==> src/hw/ppb_pkg.sv <==
// ==========================================================
// primary bus constants
package ppb_pkg;
    localparam int AD_W = 32;
    localparam int CBE_W = 4;
    localparam int FIFO_W = AD_W + CBE_W;
    localparam int FIFO_DEPTH = 16;
    localparam int LEN_W = 5;
    localparam int SYNC_STAGES = 2;
    localparam logic [3:0] CMD_DAC = 4'hD;
    localparam logic [31:0] PARK_AD = 32'h0000_0000;
    localparam logic [3:0] PARK_CBE = 4'h0;
    localparam logic [2:0] DEVSEL_LIMIT = 3'h5;
    localparam logic [4:0] ONE_LEFT = 5'h01;
    localparam logic [5:0] CTL_RST = 6'h3F;
    localparam logic [35:0] BUS_RST = 36'h0_0000_0000;
    localparam int CTL_GNT = 5;
    localparam int CTL_FRAME = 4;
    localparam int CTL_IRDY = 3;
    localparam int CTL_TRDY = 2;
    localparam int CTL_DEVSEL = 1;
    localparam int CTL_PAR = 0;
    localparam int BUS_CBE_LSB = 0;
    localparam int BUS_AD_LSB = 4;

    typedef enum logic [5:0] {
        ST_IDLE = 6'h01,
        ST_ADDR = 6'h02,
        ST_ADDR2 = 6'h04,
        ST_DATA = 6'h08,
        ST_ABORT = 6'h10,
        ST_TURN = 6'h20
    } ppb_state_type;

    function automatic logic ppb_even_par(input logic [31:0] ad, input logic [3:0] cbe);
        return ^{ad, cbe};
    endfunction
endpackage

==> src/hw/ppb_stream_if.sv <==
`timescale 1ns/1ps
// ==========================================================
// valid/ready word stream between internal blocks
interface ppb_stream_if #(parameter int W = 36);
    logic valid;
    logic ready;
    logic [W-1:0] data;
    modport src (output valid, output data, input ready);
    modport snk (input valid, input data, output ready);
endinterface

==> src/hw/ppb_sync.sv <==
`timescale 1ns/1ps
// ==========================================================
// two-stage pin synchroniser
module ppb_sync #(
    parameter int W = 1,
    parameter logic [W-1:0] RST = '0
) (
    input wire logic i_clk,
    input wire logic i_arst_n,
    input wire logic i_ce,
    input wire logic [W-1:0] i_d,
    output logic [W-1:0] o_q
);
    logic [W-1:0] meta_q;

    always_ff @(posedge i_clk or negedge i_arst_n) begin
        if (!i_arst_n) begin
            meta_q <= RST;
            o_q <= RST;
        end else if (i_ce) begin
            meta_q <= i_d;
            o_q <= meta_q;
        end
    end
endmodule

==> src/hw/ppb_fifo.sv <==
`timescale 1ns/1ps
// ==========================================================
// flop based fifo, depth a power of two
module ppb_fifo #(
    parameter int W = 36,
    parameter int DEPTH = 16
) (
    input wire logic i_clk,
    input wire logic i_arst_n,
    input wire logic i_ce,
    ppb_stream_if.snk s_in,
    ppb_stream_if.src s_out
);
    localparam int AW = $clog2(DEPTH);
    localparam logic [AW:0] FULL = (AW+1)'(DEPTH);
    logic [W-1:0] mem_q [DEPTH];
    logic [AW-1:0] wp_q, rp_q;
    logic [AW:0] cnt_q, cnt_d;
    logic ready_q, push, pop;

    assign push = s_in.valid & ready_q;
    assign pop = s_out.valid & s_out.ready;
    assign s_in.ready = ready_q;
    assign s_out.valid = (cnt_q != '0);
    assign s_out.data = mem_q[rp_q];
    assign cnt_d = cnt_q + (AW+1)'(push) - (AW+1)'(pop);

    always_ff @(posedge i_clk) begin
        if (i_ce && push) begin
            mem_q[wp_q] <= s_in.data;
        end
    end

    always_ff @(posedge i_clk or negedge i_arst_n) begin
        if (!i_arst_n) begin
            wp_q <= '0;
            rp_q <= '0;
            cnt_q <= '0;
            ready_q <= 1'b0;
        end else if (i_ce) begin
            wp_q <= wp_q + AW'(push);
            rp_q <= rp_q + AW'(pop);
            cnt_q <= cnt_d;
            ready_q <= (cnt_d != FULL);
        end
    end
endmodule

==> src/hw/ppb_primary.sv <==
`timescale 1ns/1ps
module ppb_primary
    import ppb_pkg::*;
(
    input wire logic i_clk,
    input wire logic i_arst_n,
    input wire logic i_ce,
    input wire logic i_req_valid,
    input wire logic [31:0] i_req_addr,
    input wire logic [31:0] i_req_addr_hi,
    input wire logic i_req_dual,
    input wire logic [3:0] i_req_cmd,
    input wire logic i_req_write,
    input wire logic [3:0] i_req_be,
    input wire logic [4:0] i_req_len,
    output logic o_req_ready,
    input wire logic i_wr_valid,
    input wire logic [31:0] i_wr_data,
    input wire logic [3:0] i_wr_be,
    output logic o_wr_ready,
    output logic [31:0] o_rd_data,
    output logic o_rd_valid,
    output logic o_done,
    output logic o_master_abort,
    output logic o_parity_error,
    input wire logic i_gnt_n,
    input wire logic [31:0] i_ad,
    output logic [31:0] o_ad,
    output logic o_ad_oe,
    input wire logic [3:0] i_cbe,
    output logic [3:0] o_cbe,
    output logic o_cbe_oe,
    input wire logic i_par,
    output logic o_par,
    output logic o_par_oe,
    input wire logic i_frame_n,
    output logic o_frame_n,
    output logic o_frame_oe,
    input wire logic i_irdy_n,
    output logic o_irdy_n,
    output logic o_irdy_oe,
    input wire logic i_trdy_n,
    input wire logic i_devsel_n
);
    // ==========================================================
    // pin sampling
    // every pin is seen two clocks late; the bus logic works on that
    // delayed view, trading latency for clean sampling
    logic [5:0] ctl_s;
    logic [35:0] bus_s;
    logic gnt_n_s, frame_n_s, irdy_n_s, trdy_n_s, devsel_n_s, par_s, bus_idle_s;
    logic [31:0] ad_s;
    logic [3:0] cbe_s;

    ppb_sync #(.W(6), .RST(CTL_RST)) u_ctl_sync (
        .i_clk(i_clk),
        .i_arst_n(i_arst_n),
        .i_ce(i_ce),
        .i_d({i_gnt_n, i_frame_n, i_irdy_n, i_trdy_n, i_devsel_n, i_par}),
        .o_q(ctl_s)
    );
    ppb_sync #(.W(36), .RST(BUS_RST)) u_bus_sync (
        .i_clk(i_clk),
        .i_arst_n(i_arst_n),
        .i_ce(i_ce),
        .i_d({i_ad, i_cbe}),
        .o_q(bus_s)
    );

    assign gnt_n_s = ctl_s[CTL_GNT];
    assign frame_n_s = ctl_s[CTL_FRAME];
    assign irdy_n_s = ctl_s[CTL_IRDY];
    assign trdy_n_s = ctl_s[CTL_TRDY];
    assign devsel_n_s = ctl_s[CTL_DEVSEL];
    assign par_s = ctl_s[CTL_PAR];
    assign ad_s = bus_s[BUS_AD_LSB +: AD_W];
    assign cbe_s = bus_s[BUS_CBE_LSB +: CBE_W];
    assign bus_idle_s = frame_n_s & irdy_n_s;

    // ==========================================================
    // write data buffer
    ppb_stream_if #(.W(FIFO_W)) wr_in ();
    ppb_stream_if #(.W(FIFO_W)) wr_out ();

    assign wr_in.valid = i_wr_valid;
    assign wr_in.data = {i_wr_data, i_wr_be};
    assign o_wr_ready = wr_in.ready;

    ppb_fifo #(.W(FIFO_W), .DEPTH(FIFO_DEPTH)) u_wr_fifo (
        .i_clk(i_clk),
        .i_arst_n(i_arst_n),
        .i_ce(i_ce),
        .s_in(wr_in),
        .s_out(wr_out)
    );

    // ==========================================================
    // request latch
    ppb_state_type state_q, state_d;
    logic pend_q, ready_q, dual_q, write_q;
    logic [31:0] addr_q, addr_hi_q;
    logic [3:0] cmd_q, be_q;
    logic [4:0] len_q, remain_q, rem_d;
    logic take, start, complete, park, load_wr, irdy_n_d;

    assign take = i_req_valid & ready_q;
    assign start = (state_q == ST_IDLE) & pend_q & !gnt_n_s & bus_idle_s;
    assign o_req_ready = ready_q;

    always_ff @(posedge i_clk or negedge i_arst_n) begin
        if (!i_arst_n) begin
            pend_q <= 1'b0;
            ready_q <= 1'b0;
            addr_q <= '0;
            addr_hi_q <= '0;
            dual_q <= 1'b0;
            cmd_q <= '0;
            write_q <= 1'b0;
            be_q <= '0;
            len_q <= '0;
        end else if (i_ce) begin
            if (take) begin
                pend_q <= 1'b1;
                addr_q <= i_req_addr;
                addr_hi_q <= i_req_addr_hi;
                dual_q <= i_req_dual;
                cmd_q <= i_req_cmd;
                write_q <= i_req_write;
                be_q <= i_req_be;
                len_q <= i_req_len;
            end else if (start) begin
                pend_q <= 1'b0;
            end
            ready_q <= (state_q == ST_IDLE) & !pend_q & !take;
        end
    end

    // ==========================================================
    // transaction sequencing
    logic [2:0] dev_cnt_q;
    logic dev_ok_q, abort_hit;

    assign complete = (state_q == ST_DATA) & !o_irdy_n & !trdy_n_s;
    assign rem_d = remain_q - 5'(complete);
    assign abort_hit = !dev_ok_q & devsel_n_s & (dev_cnt_q == DEVSEL_LIMIT)
        & ((state_q == ST_ADDR2) | (state_q == ST_DATA));
    // a new write word is loaded only when the current one has gone
    assign load_wr = (state_d == ST_DATA) & write_q & wr_out.valid & (rem_d != '0)
        & (o_irdy_n | complete);
    assign wr_out.ready = load_wr;
    assign irdy_n_d = write_q ? !(load_wr | (!o_irdy_n & !complete)) : 1'b0;
    assign park = (state_q == ST_IDLE) & !pend_q & !gnt_n_s & bus_idle_s;

    always_comb begin
        state_d = state_q;
        case (state_q)
            ST_IDLE: begin
                if (start) begin
                    state_d = ST_ADDR;
                end
            end
            ST_ADDR: state_d = dual_q ? ST_ADDR2 : ST_DATA;
            ST_ADDR2: state_d = abort_hit ? ST_ABORT : ST_DATA;
            ST_DATA: begin
                if (abort_hit) begin
                    state_d = ST_ABORT;
                end else if (complete && rem_d == '0) begin
                    state_d = ST_TURN;
                end
            end
            ST_ABORT: state_d = ST_TURN;
            ST_TURN: state_d = ST_IDLE;
            default: state_d = ST_IDLE;
        endcase
    end

    always_ff @(posedge i_clk or negedge i_arst_n) begin
        if (!i_arst_n) begin
            state_q <= ST_IDLE;
            remain_q <= '0;
            dev_cnt_q <= '0;
            dev_ok_q <= 1'b0;
        end else if (i_ce) begin
            state_q <= state_d;
            remain_q <= (state_d == ST_ADDR) ? len_q : rem_d;
            if (state_d == ST_ADDR) begin
                dev_cnt_q <= '0;
                dev_ok_q <= 1'b0;
            end else begin
                if (!devsel_n_s) begin
                    dev_ok_q <= 1'b1;
                end
                if (dev_cnt_q != DEVSEL_LIMIT) begin
                    dev_cnt_q <= dev_cnt_q + 3'h1;
                end
            end
        end
    end

    // ==========================================================
    // address/data and command lines
    always_ff @(posedge i_clk or negedge i_arst_n) begin
        if (!i_arst_n) begin
            o_ad <= PARK_AD;
            o_ad_oe <= 1'b0;
            o_cbe <= PARK_CBE;
            o_cbe_oe <= 1'b0;
        end else if (i_ce) begin
            case (state_d)
                ST_IDLE: begin
                    o_ad_oe <= park;
                    o_cbe_oe <= park;
                    o_ad <= PARK_AD;
                    o_cbe <= PARK_CBE;
                end
                ST_ADDR: begin
                    o_ad_oe <= 1'b1;
                    o_cbe_oe <= 1'b1;
                    o_ad <= addr_q;
                    o_cbe <= dual_q ? CMD_DAC : cmd_q;
                end
                ST_ADDR2: begin
                    o_ad <= addr_hi_q;
                    o_cbe <= cmd_q;
                end
                ST_DATA: begin
                    o_ad_oe <= write_q;
                    if (!write_q) begin
                        o_cbe <= be_q;
                    end else if (load_wr) begin
                        o_ad <= wr_out.data[BUS_AD_LSB +: AD_W];
                        o_cbe <= wr_out.data[BUS_CBE_LSB +: CBE_W];
                    end
                end
                ST_ABORT: begin
                    o_cbe_oe <= 1'b1;
                end
                ST_TURN: begin
                    o_ad_oe <= 1'b0;
                    o_cbe_oe <= 1'b0;
                end
                default: begin
                    o_ad_oe <= 1'b0;
                    o_cbe_oe <= 1'b0;
                end
            endcase
        end
    end

    // ==========================================================
    // framing and initiator ready
    always_ff @(posedge i_clk or negedge i_arst_n) begin
        if (!i_arst_n) begin
            o_frame_n <= 1'b1;
            o_frame_oe <= 1'b0;
            o_irdy_n <= 1'b1;
            o_irdy_oe <= 1'b0;
        end else if (i_ce) begin
            case (state_d)
                ST_ADDR: begin
                    o_frame_n <= 1'b0;
                    o_frame_oe <= 1'b1;
                    o_irdy_n <= 1'b1;
                    o_irdy_oe <= 1'b1;
                end
                ST_ADDR2: o_irdy_n <= 1'b1;
                ST_DATA: begin
                    o_irdy_n <= irdy_n_d;
                    o_frame_n <= o_frame_n | (!irdy_n_d & (rem_d == ONE_LEFT));
                end
                ST_ABORT: begin
                    o_frame_n <= 1'b1;
                    o_irdy_n <= 1'b0;
                end
                ST_TURN: begin
                    o_frame_n <= 1'b1;
                    o_irdy_n <= 1'b1;
                end
                default: begin
                    o_frame_oe <= 1'b0;
                    o_irdy_oe <= 1'b0;
                    o_frame_n <= 1'b1;
                    o_irdy_n <= 1'b1;
                end
            endcase
        end
    end

    // ==========================================================
    // parity generation and checking
    logic chk_q, exp_q, fr_prev_q;

    always_ff @(posedge i_clk or negedge i_arst_n) begin
        if (!i_arst_n) begin
            o_par <= 1'b0;
            o_par_oe <= 1'b0;
            chk_q <= 1'b0;
            exp_q <= 1'b0;
            fr_prev_q <= 1'b1;
            o_parity_error <= 1'b0;
        end else if (i_ce) begin
            o_par <= ppb_even_par(o_ad, o_cbe);
            o_par_oe <= o_ad_oe;
            // check read data and foreign addresses
            fr_prev_q <= frame_n_s;
            chk_q <= (complete & !write_q) | ((state_q == ST_IDLE) & fr_prev_q & !frame_n_s & !o_frame_oe);
            exp_q <= ppb_even_par(ad_s, cbe_s);
            o_parity_error <= chk_q & (par_s != exp_q);
        end
    end

    // ==========================================================
    // user side results
    always_ff @(posedge i_clk or negedge i_arst_n) begin
        if (!i_arst_n) begin
            o_rd_data <= '0;
            o_rd_valid <= 1'b0;
            o_done <= 1'b0;
            o_master_abort <= 1'b0;
        end else if (i_ce) begin
            o_rd_valid <= complete & !write_q;
            if (complete && !write_q) begin
                o_rd_data <= ad_s;
            end
            o_done <= (state_d == ST_TURN);
            o_master_abort <= (state_d == ST_ABORT);
        end
    end
endmodule

==> config.mk <==
export PLATFORM = sky130hd
export DESIGN_NAME = ppb_primary
export DESIGN_NICKNAME = d
export VERILOG_FILES = /design/src/hw/ppb_pkg.sv /design/src/hw/ppb_stream_if.sv /design/src/hw/ppb_sync.sv /design/src/hw/ppb_fifo.sv /design/src/hw/ppb_primary.sv
export SDC_FILE = /design/constraint.sdc
export NUM_CORES = 1
export LEC_CHECK = 0
export BUFFER_PORTS_ARGS = -buffer_cell sky130_fd_sc_hd__buf_4
export CORE_MARGIN = 2
export CORE_UTILIZATION = 45
export DETAILED_ROUTE_END_ITERATION = 8
export PLACE_DENSITY = 0.71
export SLEW_MARGIN = 40
export SYNTH_ARGS = -nofsm -noshare
export SYNTH_HDL_FRONTEND = slang
export SYNTH_SLANG_ARGS = --single-unit
==> constraint.sdc <==
create_clock -name i_clk -period 6.3 [get_ports i_clk]
set_clock_uncertainty 0.05 [all_clocks]
set_input_delay 1.26 -clock i_clk [delete_from_list [all_inputs] [get_ports i_clk]]
set_output_delay 1.26 -clock i_clk [all_outputs]
set_load 0.1 [all_outputs]
# After elaboration in Yosys (flattened, before gate mapping)
# Memories as Yosys holds them, arrays and structs flattened.
# Cells that the tools add are included.
# word_totals
regBits	276
mem_bits_rw	576
inputBits	162
output_inout_bits	82
elab_cells	167
mem_count	1
# memory_table
memory	words	word_bits	read_ports	rd_clocked_by_memory_dff	wr	line	text
u_wr_fifo.mem_q	16	36	1	0	1	ppb_fifo.sv:16	logic [W-1:0] mem_q [DEPTH];
# op_classes
addsub	6
eq_ne	20
muxes	28
bitwise	36
reduce_logical	38
# op_table
op	count
$pmux W32 S4	1
$reduce_xor A36 Y1	2
$mux W32	2
$pmux W6 S5	1
$and A1 B1 Y1	27
$mux W6	3
$reduce_and A2 Y1	9
$mux W4	4
$pmux W4 S4	1
$eq A6 B1 Y1 const B	2
$eq A6 B2 Y1 const B	2
$eq A6 B3 Y1 const B	2
$eq A6 B4 Y1 const B	2
$eq A6 B5 Y1 const B	2
$logic_not A1 Y1	12
$mux W5	2
$reduce_bool A5 Y1	2
$sub A5 B1 Y5	2
$add A4 B1 Y4	2
$mux W1	7
$eq A6 B6 Y1 const B	1
$mux W3	2
$ne A2 B2 Y1 const B	3
$ne A3 B3 Y1 const B	2
other kinds (19)	33

# Logic depth before layout (Yosys ltp)
# Gate-level depths: netlist of the first run.
# depth
depth_word	21
ltp_mapped	23
ltp_nobuf	20

# Modules after synthesis
# A second synthesis of the first run with hierarchy kept.
# unflattened
hier_cells	2027
hier_area_um2	34928.5
# by_module_without_submodules
module	n_inst	cells_each	area_per_inst_um2
ppb_fifo	1	1169	22974.5
ppb_primary	1	681	8428.1
ppb_sync (u_bus_sync)	1	152	3026.7
ppb_sync (u_ctl_sync)	1	25	499.2

# Worst setup path before layout of the first run
# No wires, ideal clock.
# synth_timing
path_kind	input to register
startpoint	in i_ce
endpoint	mem u_wr_fifo.mem_q[12][0] (enable)
setup_time_ns	0.474
t_arrival_ns	4.861
slack_ns	0.915
cell_stages	5
cell_sequence	clkbuf_1 clkbuf_1 clkbuf_1 nand4_1 nor3_1
# synth_via
elab_chain_len	3
# synth_lines
item	line	text
from (decl)	ppb_primary.sv:7	input wire logic i_ce,
$logic_and A1 B1 Y1	ppb_fifo.sv:29	if (i_ce && push) begin
$mux W1	ppb_fifo.sv:29	
$mux W1 (not written as such)	ppb_fifo.sv:30	mem_q[wp_q] <= s_in.data;
to (decl)	ppb_fifo.sv:16	
# No other way between the ends.

# Worst setup path in the final report of the first run
# layout_timing
startpoint	reg state_q[5]
endpoint	reg u_wr_fifo.ready_q (netlist: u_wr_fifo.s_in.ready)
# layout_via
elab_chain_len	17
word_cells_on_any_way	30
classes_between	add/sub: 2; eq/ne: 7; mux: 5; bitwise: 13; reduce/logical: 3
# layout_lines
item	line	text
from (decl)	ppb_primary.sv:99	ppb_state_type state_q, state_d;
from (signal assigned)	ppb_primary.sv:184	state_q <= state_d;
$eq A6 B4 Y1	ppb_primary.sv:143, ppb_primary.sv:146, ppb_primary.sv:156	
$and A1 B1 Y1 (2 in series)	ppb_primary.sv:143	assign complete = (state_q == ST_DATA) & !o_irdy_n & !trdy_n_s;
$sub A5 B1 Y5	ppb_primary.sv:144	assign rem_d = remain_q - 5'(complete);
$logic_not A5 Y1	ppb_primary.sv:167	end else if (complete && rem_d == '0) begin
$logic_and A1 B1 Y1	ppb_primary.sv:167	
$mux W6	ppb_primary.sv:167	
$mux W6	ppb_primary.sv:165	if (abort_hit) begin
$pmux W6 S5	ppb_primary.sv:156	case (state_q)
$eq A6 B4 Y1	ppb_primary.sv:148	assign load_wr = (state_d == ST_DATA) & write_q & wr_out.valid & (rem_d != '0)
$and A1 B1 Y1 (3 in series)	ppb_primary.sv:148	
$and A1 B1 Y1 *	ppb_primary.sv:149	& (o_irdy_n | complete);
$and A1 B1 Y1 *	ppb_fifo.sv:22	assign pop = s_out.valid & s_out.ready;
$sub A5 B1 Y5 *	ppb_fifo.sv:26	assign cnt_d = cnt_q + (AW+1)'(push) - (AW+1)'(pop);
$ne A5 B5 Y1 *	ppb_fifo.sv:44	ready_q <= (cnt_d != FULL);
to (signal assigned)	ppb_fifo.sv:44	
to (decl)	ppb_fifo.sv:19	logic ready_q, push, pop;
# Every way passes the cells marked *; elsewhere a longest branch is shown, timed or not.
# A chain may end at the register's enable or synchronous reset.

==> summary.txt, run 1 <==
Cell accounting for the most synthesized area -> edfxtp_1
Sw power -> 0.003839 W
Hold Fails Final Rpt -> 0
Fillers -> 5916
MaxCap Viol Count -> 0
# rows -> 101
Antenna-violating nets left -> 0
#FFs+latches synth -> 852
Outcome -> complete, no violations
Largest family of logic cells by synthesized area -> multiplexers
DRT Wirelength -> 80650 µm
Core Box Area -> 75570 µm²
Drc violations -> 0
Clock power share -> 33.9%
CP Max Fanout -> 46
Drt via density -> 5.718
Crit start category -> flip-flop
Critical Path RT -> 6710 ps
Share of layout cells above drive strength 1 -> 30.40%
Post-CTS Setup Bufs -> 0
Synthesized Nets -> 2221
Synth Warn # -> 0
Via Count -> 19180
RSZ-0062 raised after global routing -> false
Crit Path Class -> flip-flop to flip-flop
CTS H-Tree Depth -> 3
Sequential cell area -> 24230 µm²
Synth Area in Adders -> 0.5702%
Io pins -> 244
Drt pass-1 iters -> 9
Max_slew headroom -> 39.23%
First-pass GRT wire length -> 122000 µm
Worst EP arrival -> 5870 ps
Endpoints failing setup -> 0
# port buffers -> 243
Post-synth EDFFs -> 576
Final worst slack -> 836.7 ps
CP endpoint kind -> flip-flop
Root Buffer -> clkbuf_16
HP Class -> flip-flop to flip-flop
XOR/XNOR share of the synthesized area -> 2.102%
CTS Sinks -> 852
Post-Synth Simple-Gate Area -> 3.370%
Fin. max-slew vios -> 0
Count leader, synth -> edfxtp_1
Seq pwr share -> 49.2%
Worst-Skew Late Latency -> 620 ps
Starting Density -> 45.30%
Final nets -> 2485
Chip width -> 279.8 µm
CTS tree -> done
Complex-gate fraction of the synthesized area -> 5.442%
DPL Wire Length -> 51380 µm
RePlAce Congestion -> 0.8047
Total gr overflow -> 0
VDD IR max -> 0.1685 mV
Gr usage total -> 20.59%
Worst-path clk slew -> 60 ps
Period utilization -> 86.72%
Hold Worst Slack -> 420.9 ps
WL/cell -> 24.04 µm
Initial antenna violation count -> 7
Most frequently used flop master after synthesis -> edfxtp_1
Post-synth ARST share -> 32.39%
Post-synthesis mux area share -> 15.70%
Vias in the first global route -> 19850
Chip Height -> 279.8 µm
Final TNS setup -> 0 ps
Commonest cells in the netlist -> edfxtp_1 (576), dfrtp_1 (260), mux2_2 (171)
Register area share after synthesis -> 70.76%
F_max -> 0.1830 GHz
Post-CTS sizing -> 0
Least-Margin Pin Slew -> 911.5 ps
LEAKAGE -> 14.48 nW
Drt first-iter violations -> 1953
Worst Setup Slack post-DPL -> 917.9 ps
Sw frac -> 26.70%
Syn Area/Cell -> 16.75 µm²
Die area -> 78300 µm²
Pin count of the biggest net entering global routing -> 151
Layout area overhead -> 17.66%
Final critical-path required period -> 5463 ps
Power per standard cell area -> 357.0 nW/µm²
Share of the synthesized area in the top cell type -> 50.52%
Number of hold buffers added after cts -> 0
Synth unique cells -> 66
Top post-synthesis cells by area -> edfxtp_1 (51%), dfrtp_1 (19%), mux2_2 (5.6%)
Internal -> 0.01054 W
CTS Buffer Depth -> 3
Num CTS Buffers -> 82
Post-synthesis cell area -> 34230 µm²
Logic gate share of total power -> 16.9%
Area of the multi-input gates -> 9467 µm²
Mapped Cells -> 2044
==> cells by family after synthesis <==
group	after synthesis
fa+ha+maj	15
simple gates	259
mux	418
compound gates	249
flops	852
buf+inv	172
xor+xnor	79
==> final cells by class <==
cell class	instances	share of cell area, %
Tap cell	978	3.038
Antenna cell	1	0.006213
Clock buffer	112	5.703
Multi-Input combinational cell	1020	23.50
Sequential cell	852	60.16
Clock inverter	39	0.9599
Inverter	59	0.5498
Timing Repair Buffer	293	6.082
==> power by group through the flow <==
stage	Clock [W]	Sequential, W	Combinational [W]
after floorplan	0	0.00722	0.00153
after global placement	0	0.00713	0.00235
after detailed placement	0	0.00718	0.00244
after CTS	0.00497	0.00707	0.00246
after global routing	0.00519	0.00713	0.00261
final	0.00488	0.00707	0.00243
==> cells in the final DEF (no fill, tap or decap), types with 5 or more instances in the layout <==
cell | Yosys | final
edfxtp_1 | 576 | 576
nor2b_1 | 8 | 8
buf_8 | 0 | 9
xnor2_1 | 69 | 69
clkinv_2 | 0 | 14
clkbuf_1 | 78 | 16
mux2i_1 | 169 | 169
buf_12 | 0 | 6
clkbuf_8 | 0 | 10
a21oi_1 | 51 | 51
a222oi_1 | 35 | 35
inv_6 | 0 | 5
clkbuf_16 | 0 | 83
o22ai_1 | 34 | 34
bufinv_16 | 0 | 6
nand2_1 | 169 | 168
nor2_4 | 0 | 12
buf_4 | 1 | 271
xor2_1 | 8 | 8
buf_16 | 0 | 5
o221ai_1 | 65 | 65
ha_1 | 14 | 14
mux4_2 | 78 | 78
mux2_2 | 171 | 171
o21ai_0 | 25 | 25
inv_1 | 58 | 58
dfstp_2 | 16 | 16
nor2_1 | 31 | 19
clkinv_1 | 1 | 9
dfrtp_1 | 260 | 258
nand2b_1 | 6 | 5
nand3_1 | 7 | 6
==> stage by stage <==
stage | util, % | std cells | power, W | instance area [µm²]
finish | 53.30 | 3354 | 0.01438 | 40280
global route | 53.30 | 3353 | 0.01493 | 40280
CTS | 53.26 | 3352 | 0.01450 | 40250
detailed placement | 49.71 | 3201 | 0.009620 | 37560
global placement | 49.32 | 3187 | 0.009481 | 37270
floorplan | - | 2044 | 0.008752 | 34230
==> final timing paths <==
kind | startpoint | endpoint | slack [ps] | cells past startpoint
worst max register to register | state_q[5] | u_wr_fifo.s_in.ready | 840 | 21
max in group asynchronous | i_arst_n | addr_hi_q[17] | 4470 | 3
min in group asynchronous | i_arst_n | o_par_oe | 540 | 1
worst max-delay path | state_q[5] | u_wr_fifo.s_in.ready | 840 | 21
worst min-delay path | o_rd_data[26] | o_rd_data[26] | 420 | 2
worst min register to register | o_rd_data[26] | o_rd_data[26] | 420 | 2
==> layer usage <==
metal / GRT usage, % / wire length (µm) / up-vias
met5: 0 / 60 / -
met4: 6.088 / 1770 / 10
met3: 4.671 / 6071 / 128
met2: 34.14 / 39680 / 677
met1: 27.25 / 33060 / 9938
li1: - / - / 8426
==> state kept, by name, indices dropped and copies added (netlist names), 32 cells and up <==
register and flops:
u_wr_fifo.mem_q 576, o_ad 32, addr_q 32, o_rd_data 32, u_bus_sync.o_q 36, addr_hi_q 32
u_bus_sync.meta_q 36
==> critical path, cell delays in order (launching register included) <==
cell,delay (ps)
dfrtp_1,450
nor4_4,400
nand2_1,120
nor3_1,190
ha_1,230
ha_1,220
nand2b_1,130
a2111oi_0,580
o21ai_0,230
o32a_2,350
buf_4,300
nor2b_1,230
ha_1,280
inv_1,40
ha_1,210
fa_1,440
a21oi_1,170
nor2_1,60
nor2_1,140
xnor2_1,180
xor2_1,180
a41oi_1,120
Power figures use the tool's default switching activity.
==> run 2, diff against run 1 <==
- SYNTH_HIERARCHICAL: unset -> 1
- clock period: 6.3 -> 6.41 ns (I/O delays scaled with it)
==> summary.txt, run 2 <==
Hold Fails Final Rpt -> 0 (unchanged)
Final TNS setup -> 0 ps (unchanged)
DRT Wirelength -> 80550 µm (was 80650 µm)
MaxCap Viol Count -> 0 (unchanged)
LEAKAGE -> 14.88 nW (was 14.48 nW)
Number of hold buffers added after cts -> 0 (unchanged)
Final critical-path required period -> 5098 ps (was 5463 ps)
Crit start category -> flip-flop (unchanged)
CTS H-Tree Depth -> 3 (unchanged)
HP Class -> flip-flop to flip-flop (unchanged)
Syn Area/Cell -> 17.23 µm² (was 16.75 µm²)
Post-synthesis cell area -> 34930 µm² (was 34230 µm²)
Crit Path Class -> flip-flop to flip-flop (unchanged)
Biggest register -> u_wr_fifo/mem_q (was u_wr_fifo.mem_q)
Total gr overflow -> 0 (unchanged)
Num CTS Buffers -> 85 (was 82)
Least-Margin Pin Slew -> 867.8 ps (was 911.5 ps)
Pin count of the biggest net entering global routing -> 161 (was 151)
Via Count -> 18970 (was 19180)
Flop2flop setup slack -> 1310 ps (was 840 ps)
RSZ-0062 raised after global routing -> false (unchanged)
Root Buffer -> clkbuf_16 (unchanged)
Drt pass-1 iters -> 5 (was 9)
Core Box Area -> 77210 µm² (was 75570 µm²)
DPL Wire Length -> 50040 µm (was 51380 µm)
Fillers -> 6059 (was 5916)
Mapped Cells -> 2027 (was 2044)
Worst path depth -> 21 (unchanged)
Top Registers -> u_wr_fifo/mem_q (576), u_bus_sync/meta_q (36), u_bus_sync/o_q (36) (was u_wr_fifo.mem_q (576), u_bus_sync.meta_q (36), u_bus_sync.o_q (36))
Synthesized Nets -> 2204 (was 2221)
Max stage delay cell, worst path -> or4_4 (was a2111oi_0)
Synth unique cells -> 59 (was 66)
CTS tree -> done (unchanged)
Post-CTS Setup Bufs -> 0 (unchanged)
Cell Area, Placed -> 37890 µm² (was 37560 µm²)
Worst r2r dst -> u_wr_fifo/s_in.ready (was u_wr_fifo.s_in.ready)
Chip width -> 282.6 µm (was 279.8 µm)
Antenna-violating nets left -> 0 (unchanged)
Vias in the first global route -> 19550 (was 19850)
Critical Path RT -> 6870 ps (was 6710 ps)
Outcome -> complete, no violations (unchanged)
Initial antenna violation count -> 8 (was 7)
Chip Height -> 282.6 µm (was 279.8 µm)
Most frequently used flop master after synthesis -> edfxtp_1 (unchanged)
Endpoints failing setup -> 0 (unchanged)
F_max -> 0.1961 GHz (was 0.1830 GHz)
Starting Density -> 45.24% (was 45.30%)
Final nets -> 2466 (was 2485)
Fin. max-slew vios -> 0 (unchanged)
Worst EP arrival -> 5560 ps (was 5870 ps)
Crit path from -> state_q[5] (unchanged)
VDD IR max -> 0.1807 mV (was 0.1685 mV)
Commonest non-fill, non-tap cell in the layout -> edfxtp_1 (unchanged)
Post-synth ARST share -> 32.39% (unchanged)
CP endpoint kind -> flip-flop (unchanged)
WL/cell -> 23.69 µm (was 24.04 µm)
Share of layout cells above drive strength 1 -> 32.88% (was 30.40%)
CTS Sinks -> 852 (unchanged)
Drt first-iter violations -> 1534 (was 1953)
Max incr delay on CP -> 580 ps (about the same)
Synth Warn # -> 6 (was 0)
Die area -> 79860 µm² (was 78300 µm²)
Worst r2r src -> state_q[5] (unchanged)
Worst-path clk slew -> 60 ps (about the same)
Top post-synthesis cells by area -> edfxtp_1 (50%), dfrtp_1 (19%), mux2_2 (5.3%) (was edfxtp_1 (51%), dfrtp_1 (19%), mux2_2 (5.6%))
# rows -> 102 (was 101)
Delay-heaviest family, CP -> simple AND/OR/NAND/NOR gates (was compound AO/OA/AOI/OAI gates)
Share of the synthesized area in the top cell type -> 49.52% (was 50.52%)
FF-to-FF path depth -> 21 (unchanged)
Worst path cell trace -> or4_4, or4_4, inv_1, ha_1, ha_1, nor2_1, o211ai_1, a21oi_1, or2_2, nor2_1, and2_1, ha_1, inv_1, ha_1, inv_1, fa_1, nand2b_1, a21oi_1, xnor2_1, xor2_1, a31oi_1 (was nor4_4, nand2_1, nor3_1, ha_1, ha_1, nand2b_1, a2111oi_0, o21ai_0, o32a_2, buf_4, nor2b_1, ha_1, inv_1, ha_1, fa_1, a21oi_1, nor2_1, nor2_1, xnor2_1, xor2_1, a41oi_1)
Max_slew headroom -> 42.01% (was 39.23%)
Drt via density -> 5.579 (was 5.718)
Count leader, synth -> edfxtp_1 (unchanged)
Layout area overhead -> 16.21% (was 17.66%)
CP Buf/Inv Count -> 3 (was 2)
Post-synth EDFFs -> 576 (unchanged)
# port buffers -> 243 (unchanged)
Finished Cell Area -> 40590 µm² (was 40280 µm²)
First-pass GRT wire length -> 120500 µm (was 122000 µm)
Register area share after synthesis -> 69.35% (was 70.76%)
Cell accounting for the most synthesized area -> edfxtp_1 (unchanged)
Power per standard cell area -> 346.3 nW/µm² (was 357.0 nW/µm²)
Top cell by count, worst path -> ha_1 (unchanged)
Worst-Skew Late Latency -> 650 ps (was 620 ps)
Commonest cells in the netlist -> edfxtp_1 (576), dfrtp_1 (260), mux2_2 (164) (was edfxtp_1 (576), dfrtp_1 (260), mux2_2 (171))
CTS Buffer Depth -> 3 (unchanged)
Flip-flop count of the largest register after layout -> 576 (unchanged)
Diode count -> 0 (was 1)
Period utilization -> 79.54% (was 86.72%)
RePlAce Congestion -> 0.8387 (was 0.8047)
Critical Path End -> u_wr_fifo/s_in.ready (was u_wr_fifo.s_in.ready)
Drc violations -> 0 (unchanged)
Io pins -> 244 (unchanged)
CP Max Fanout -> 5 (was 46)
#FFs+latches synth -> 852 (unchanged)
Most frequent cells in the layout -> edfxtp_1 (576), buf_4 (271), dfrtp_1 (257) (was edfxtp_1 (576), buf_4 (271), dfrtp_1 (258))
Post-CTS sizing -> 0 (unchanged)
Gr usage total -> 20.06% (was 20.59%)
[run 2: cell types whose count changed in the layout (fill, tap and decap cells not counted), moves of 33 or more]
cell      before  now
nand2_1      168   65
mux2_4         0   80
o21ai_0       25   92
o221ai_1      65    0
a22oi_1        2   37
o22ai_1       34    1
[run 2: worst min path at each step]
stage / cells after the start / slack [ps] / end / start
2_1_floorplan: 1 / 420 / len_q[3] / len_q[3]
3_3_place_gp: 1 / 440 / addr_hi_q[13] / addr_hi_q[13]
3_5_place_dp: 1 / 440 / u_bus_sync/o_q[17] / u_bus_sync/meta_q[17]
4_1_cts: 1 / 460 / u_bus_sync/o_q[1] / u_bus_sync/meta_q[1]
5_1_grt: 1 / 470 / addr_hi_q[0] / addr_hi_q[0]
6_report: 1 / 460 / addr_q[17] / addr_q[17]
[run 2: area by class of cell]
cell class                      count  area, µm²  share of cell area, %
Inverter                           50      187.7                 0.4624
Clock inverter                     39      309.0                 0.7614
Sequential cell                   852      24230                  59.70
Clock buffer                      119       2357                  5.807
Tap cell                         1040       1301                  3.206
Timing Repair Buffer              284       2276                  5.607
Multi-Input combinational cell   1016       9928                  24.46
[run 2: metal layers]
layer,routed length [µm],track usage [%]
met3,6394,5.138
met1,33580,26.39
met2,38990,33.09
met5,110,0
met4,1479,5.535
[run 2: kinds of logic (layout without fill, tap and decap cells)]
logic type	Yosys count	count (layout)	synth area share, %
compound gates	303	303	5.753
xor+xnor	79	79	2.060
fa+ha+maj	15	15	0.5588
buf+inv	159	492	2.651
flops	852	852	69.35
mux	460	460	17.50
simple gates	159	159	2.131
[run 2: worst register-to-register path: stages, from the launching register on]
cell	delay [ps]
dfrtp_1	420
or4_4	580
or4_4	540
inv_1	80
ha_1	160
ha_1	260
nor2_1	70
o211ai_1	360
a21oi_1	130
or2_2	360
nor2_1	90
and2_1	160
ha_1	230
inv_1	60
ha_1	170
inv_1	70
fa_1	420
nand2b_1	160
a21oi_1	160
xnor2_1	180
xor2_1	160
a31oi_1	90
[run 2: where the power goes]
group	switching, W	internal, W	total (W)
combinational	0.00128	0.00108	0.00236
sequential	0.000409	0.00652	0.00693
clock	0.00207	0.00270	0.00477
[run 2: per-stage QoR]
step / util [%] / std cells / hold slack (ps) / worst slack, ps / total power [W]
after floorplan: - / 2027 / 424.0 / 1411 / 0.008648
after global placement: 48.94 / 3238 / 439.3 / 1459 / 0.009285
after detailed placement: 49.07 / 3241 / 443.3 / 1423 / 0.009398
after CTS: 52.53 / 3399 / 456.4 / 1388 / 0.01417
after global routing: 52.57 / 3400 / 470.3 / 1028 / 0.01460
final: 52.57 / 3400 / 457.0 / 1312 / 0.01406
==> run 3, diff against run 2 <==
- ABC_AREA: unset -> 1
- clock period: 6.41 -> 4.8 ns (I/O delays scaled with it)
==> summary.txt, run 3 <==
Outcome -> complete, no violations (unchanged)
Starting Density -> 45.35% (was 45.24%)
Logic gate share of total power -> 24.3% (was 16.8%)
Chip width -> 288.4 µm (was 282.6 µm)
Met1 usage -> 31.00% (was 26.39%)
Pwr Total -> 0.02111 W (was 0.01406 W)
Drc violations -> 0 (unchanged)
Final nets -> 3796 (was 2466)
RSZ-0062 raised after global routing -> false (unchanged)
CTS Buffer Depth -> 3 (unchanged)
Commonest non-fill, non-tap cell in the layout -> nand2_1 (was edfxtp_1)
Share of the synthesized area in the top cell type -> 47.51% (was 49.52%)
CP endpoint kind -> flip-flop (unchanged)
CTS tree -> done (unchanged)
Crit Path Class -> flip-flop to flip-flop (unchanged)
Post-CTS sizing -> 0 (unchanged)
Biggest register -> u_wr_fifo/mem_q (unchanged)
Initial antenna violation count -> 10 (was 8)
Sw power -> 0.006922 W (was 0.003755 W)
Max incr delay on CP -> 430 ps (was 580 ps)
Cell accounting for the most synthesized area -> edfxtp_1 (unchanged)
#FFs+latches synth -> 852 (unchanged)
Drt first-iter violations -> 2422 (was 1534)
Post-CTS Setup Bufs -> 0 (unchanged)
Vias in the first global route -> 23780 (was 19550)
RePlAce Congestion -> 0.8577 (was 0.8387)
Commonest cells in the netlist -> nand2_1 (1188), edfxtp_1 (576), dfrtp_1 (260) (was edfxtp_1 (576), dfrtp_1 (260), mux2_2 (164))
Worst-Skew Late Latency -> 630 ps (was 650 ps)
Max stage delay cell, worst path -> dfrtp_1 (was or4_4)
Core Box Area -> 80290 µm² (was 77210 µm²)
Critical Path RT -> 5260 ps (was 6870 ps)
Root Buffer -> clkbuf_16 (unchanged)
Drt pass-1 iters -> 5 (unchanged)
Pin count of the biggest net entering global routing -> 93 (was 161)
Least-Margin Pin Slew -> 865.3 ps (was 867.8 ps)
Count leader, synth -> nand2_1 (was edfxtp_1)
Via Count -> 25370 (was 18970)
Endpoints failing setup -> 0 (unchanged)
Most frequent cells in the layout -> nand2_1 (1187), edfxtp_1 (576), buf_4 (284) (was edfxtp_1 (576), buf_4 (271), dfrtp_1 (257))
Mapped Cells -> 3395 (was 2027)
Power per standard cell area -> 498.5 nW/µm² (was 346.3 nW/µm²)
Syn Area/Cell -> 10.72 µm² (was 17.23 µm²)
Synth unique cells -> 40 (was 59)
Worst Setup Slack post-DPL -> 935.9 ps (was 1423 ps)
Clock power share -> 33.0% (was 33.9%)
Top Registers -> u_wr_fifo/mem_q (576), u_bus_sync/meta_q (36), u_bus_sync/o_q (36) (unchanged)
Gr busiest metal -> met2 (unchanged)
DPL Wire Length -> 55830 µm (was 50040 µm)
Most frequently used flop master after synthesis -> edfxtp_1 (unchanged)
DRT Wirelength -> 90830 µm (was 80550 µm)
Total gr overflow -> 0 (unchanged)
Post-synth EDFFs -> 576 (unchanged)
Register area share after synthesis -> 66.53% (was 69.35%)
Seq pwr share -> 42.7% (was 49.3%)
Final worst slack -> 859.7 ps (was 1312 ps)
Post-synth ARST share -> 32.39% (unchanged)
Worst-path clk slew -> 60 ps (about the same)
CP Max Fanout -> 4 (was 5)
Worst EP arrival -> 4400 ps (was 5560 ps)
Final TNS setup -> 0 ps (unchanged)
Layout area overhead -> 16.29% (was 16.21%)
Final critical-path required period -> 3940 ps (was 5098 ps)
M2 GR Usage -> 33.48% (was 33.09%)
Number of hold buffers added after cts -> 0 (unchanged)
Crit start category -> flip-flop (unchanged)
WL/cell -> 19.09 µm (was 23.69 µm)
Synthesized Nets -> 3572 (was 2204)
Sw frac -> 32.80% (was 26.72%)
Hold Fails Final Rpt -> 0 (unchanged)
Top post-synthesis cells by area -> edfxtp_1 (48%), dfrtp_1 (18%), nand2_1 (12%) (was edfxtp_1 (50%), dfrtp_1 (19%), mux2_2 (5.3%))
Gr usage total -> 21.59% (was 20.06%)
# rows -> 104 (was 102)
Io pins -> 244 (unchanged)
CTS Sinks -> 852 (unchanged)
Period utilization -> 82.09% (was 79.54%)
Num CTS Buffers -> 90 (was 85)
# port buffers -> 243 (unchanged)
LEAKAGE -> 17.65 nW (was 14.88 nW)
Chip Height -> 288.4 µm (was 282.6 µm)
Post-synthesis cell area -> 36410 µm² (was 34930 µm²)
VDD IR max -> 0.3182 mV (was 0.1807 mV)
MaxCap Viol Count -> 0 (unchanged)
Flip-flop count of the largest register after layout -> 576 (unchanged)
CTS H-Tree Depth -> 3 (unchanged)
FF-to-FF path depth -> 25 (was 21)
Max_slew headroom -> 42.17% (was 42.01%)
Fin. max-slew vios -> 0 (unchanged)
Antenna-violating nets left -> 0 (unchanged)
Met3 Use GR -> 3.499% (was 5.138%)
HP Class -> input port to asynchronous set/reset pin (was flip-flop to flip-flop)
Synth Warn # -> 6 (unchanged)
Share of layout cells above drive strength 1 -> 16.44% (was 32.88%)
Die area -> 83200 µm² (was 79860 µm²)
F_max -> 0.2538 GHz (was 0.1961 GHz)
First-pass GRT wire length -> 138600 µm (was 120500 µm)
Drt via density -> 5.331 (was 5.579)
Internal -> 0.01418 W (was 0.01030 W)
run 3: cell count changes after synthesis, sizes merged, moves of 72 or more:
cell	delta
nand2	+1125
nand3	+200
mux2	-151
mux2i	-144
a21oi	+118
o21ai	+96
mux4	-72
nor2	+133
inv	+137
run 3: path summary, 6_finish.rpt:
path                                      startpoint              endpoint  slack (ps)
worst max-delay path                      state_q[2]  u_wr_fifo/s_in.ready         860
worst min-delay path                        i_arst_n         o_rd_data[21]         180
worst max register to register            state_q[2]  u_wr_fifo/s_in.ready         860
worst min register to register  u_ctl_sync/meta_q[4]  u_ctl_sync/meta_q[4]         410
max in group asynchronous                   i_arst_n            addr_q[31]        3450
min in group i_clk              u_ctl_sync/meta_q[4]  u_ctl_sync/meta_q[4]         410
run 3: stage by stage:
| stage | hold WS [ps] | util [%] | area, µm² | instances |
|---|---|---|---|---|
| after CTS | 171.4 | 52.72 | 42320 | 4753 |
| final | 181.1 | 52.74 | 42340 | 4758 |
| after global routing | 190.4 | 52.74 | 42340 | 4758 |
| after floorplan | 389.2 | - | 36410 | 3395 |
| after detailed placement | 405.8 | 49.01 | 39350 | 4587 |
| after global placement | 401.5 | 48.95 | 39300 | 4585 |
run 3: per-layer routing:
layer,vias up,part of all wire (%)
li1,11880,-
met1,12380,43
met2,915,46
met3,186,7.5
met4,10,3.1
met5,-,0.076
run 3: kinds of logic after synthesis:
group | synth area share (%)
compound gates | 6.557
simple gates | 18.12
fa+ha+maj | 0.5361
buf+inv | 4.540
mux | 2.876
flops | 66.53
xor+xnor | 0.8419
run 3: power by group through the flow:
stage	clock network [W]	logic, W	registers [W]
floorplan	0	0.00317	0.00941
global placement	0	0.00498	0.00914
detailed placement	0	0.00507	0.00916
CTS	0.00707	0.00511	0.00902
global route	0.00737	0.00564	0.00909
finish	0.00696	0.00512	0.00902
run 3: layout make-up:
| type | instances | area [µm²] |
|---|---|---|
| sequential | 852 | 24230 |
| inverter | 187 | 711.9 |
| timing repair buffer | 298 | 2401 |
| clock buffer | 118 | 2482 |
| clock inverter | 48 | 495.5 |
| fill | 6853 | 37950 |
| tap | 1060 | 1326 |
| multi-input combinational | 2190 | 10680 |
| antenna | 5 | 12.51 |
run 3: worst max-delay path, delay by kind of cell, from the launching register on:
kind	cells	cell delay, ps
adder cells (fa/ha/maj)	5	1310
buffers and inverters	4	260
AND/OR/NAND/NOR	15	1600
XOR/XNOR	1	160
flip-flops	1	430
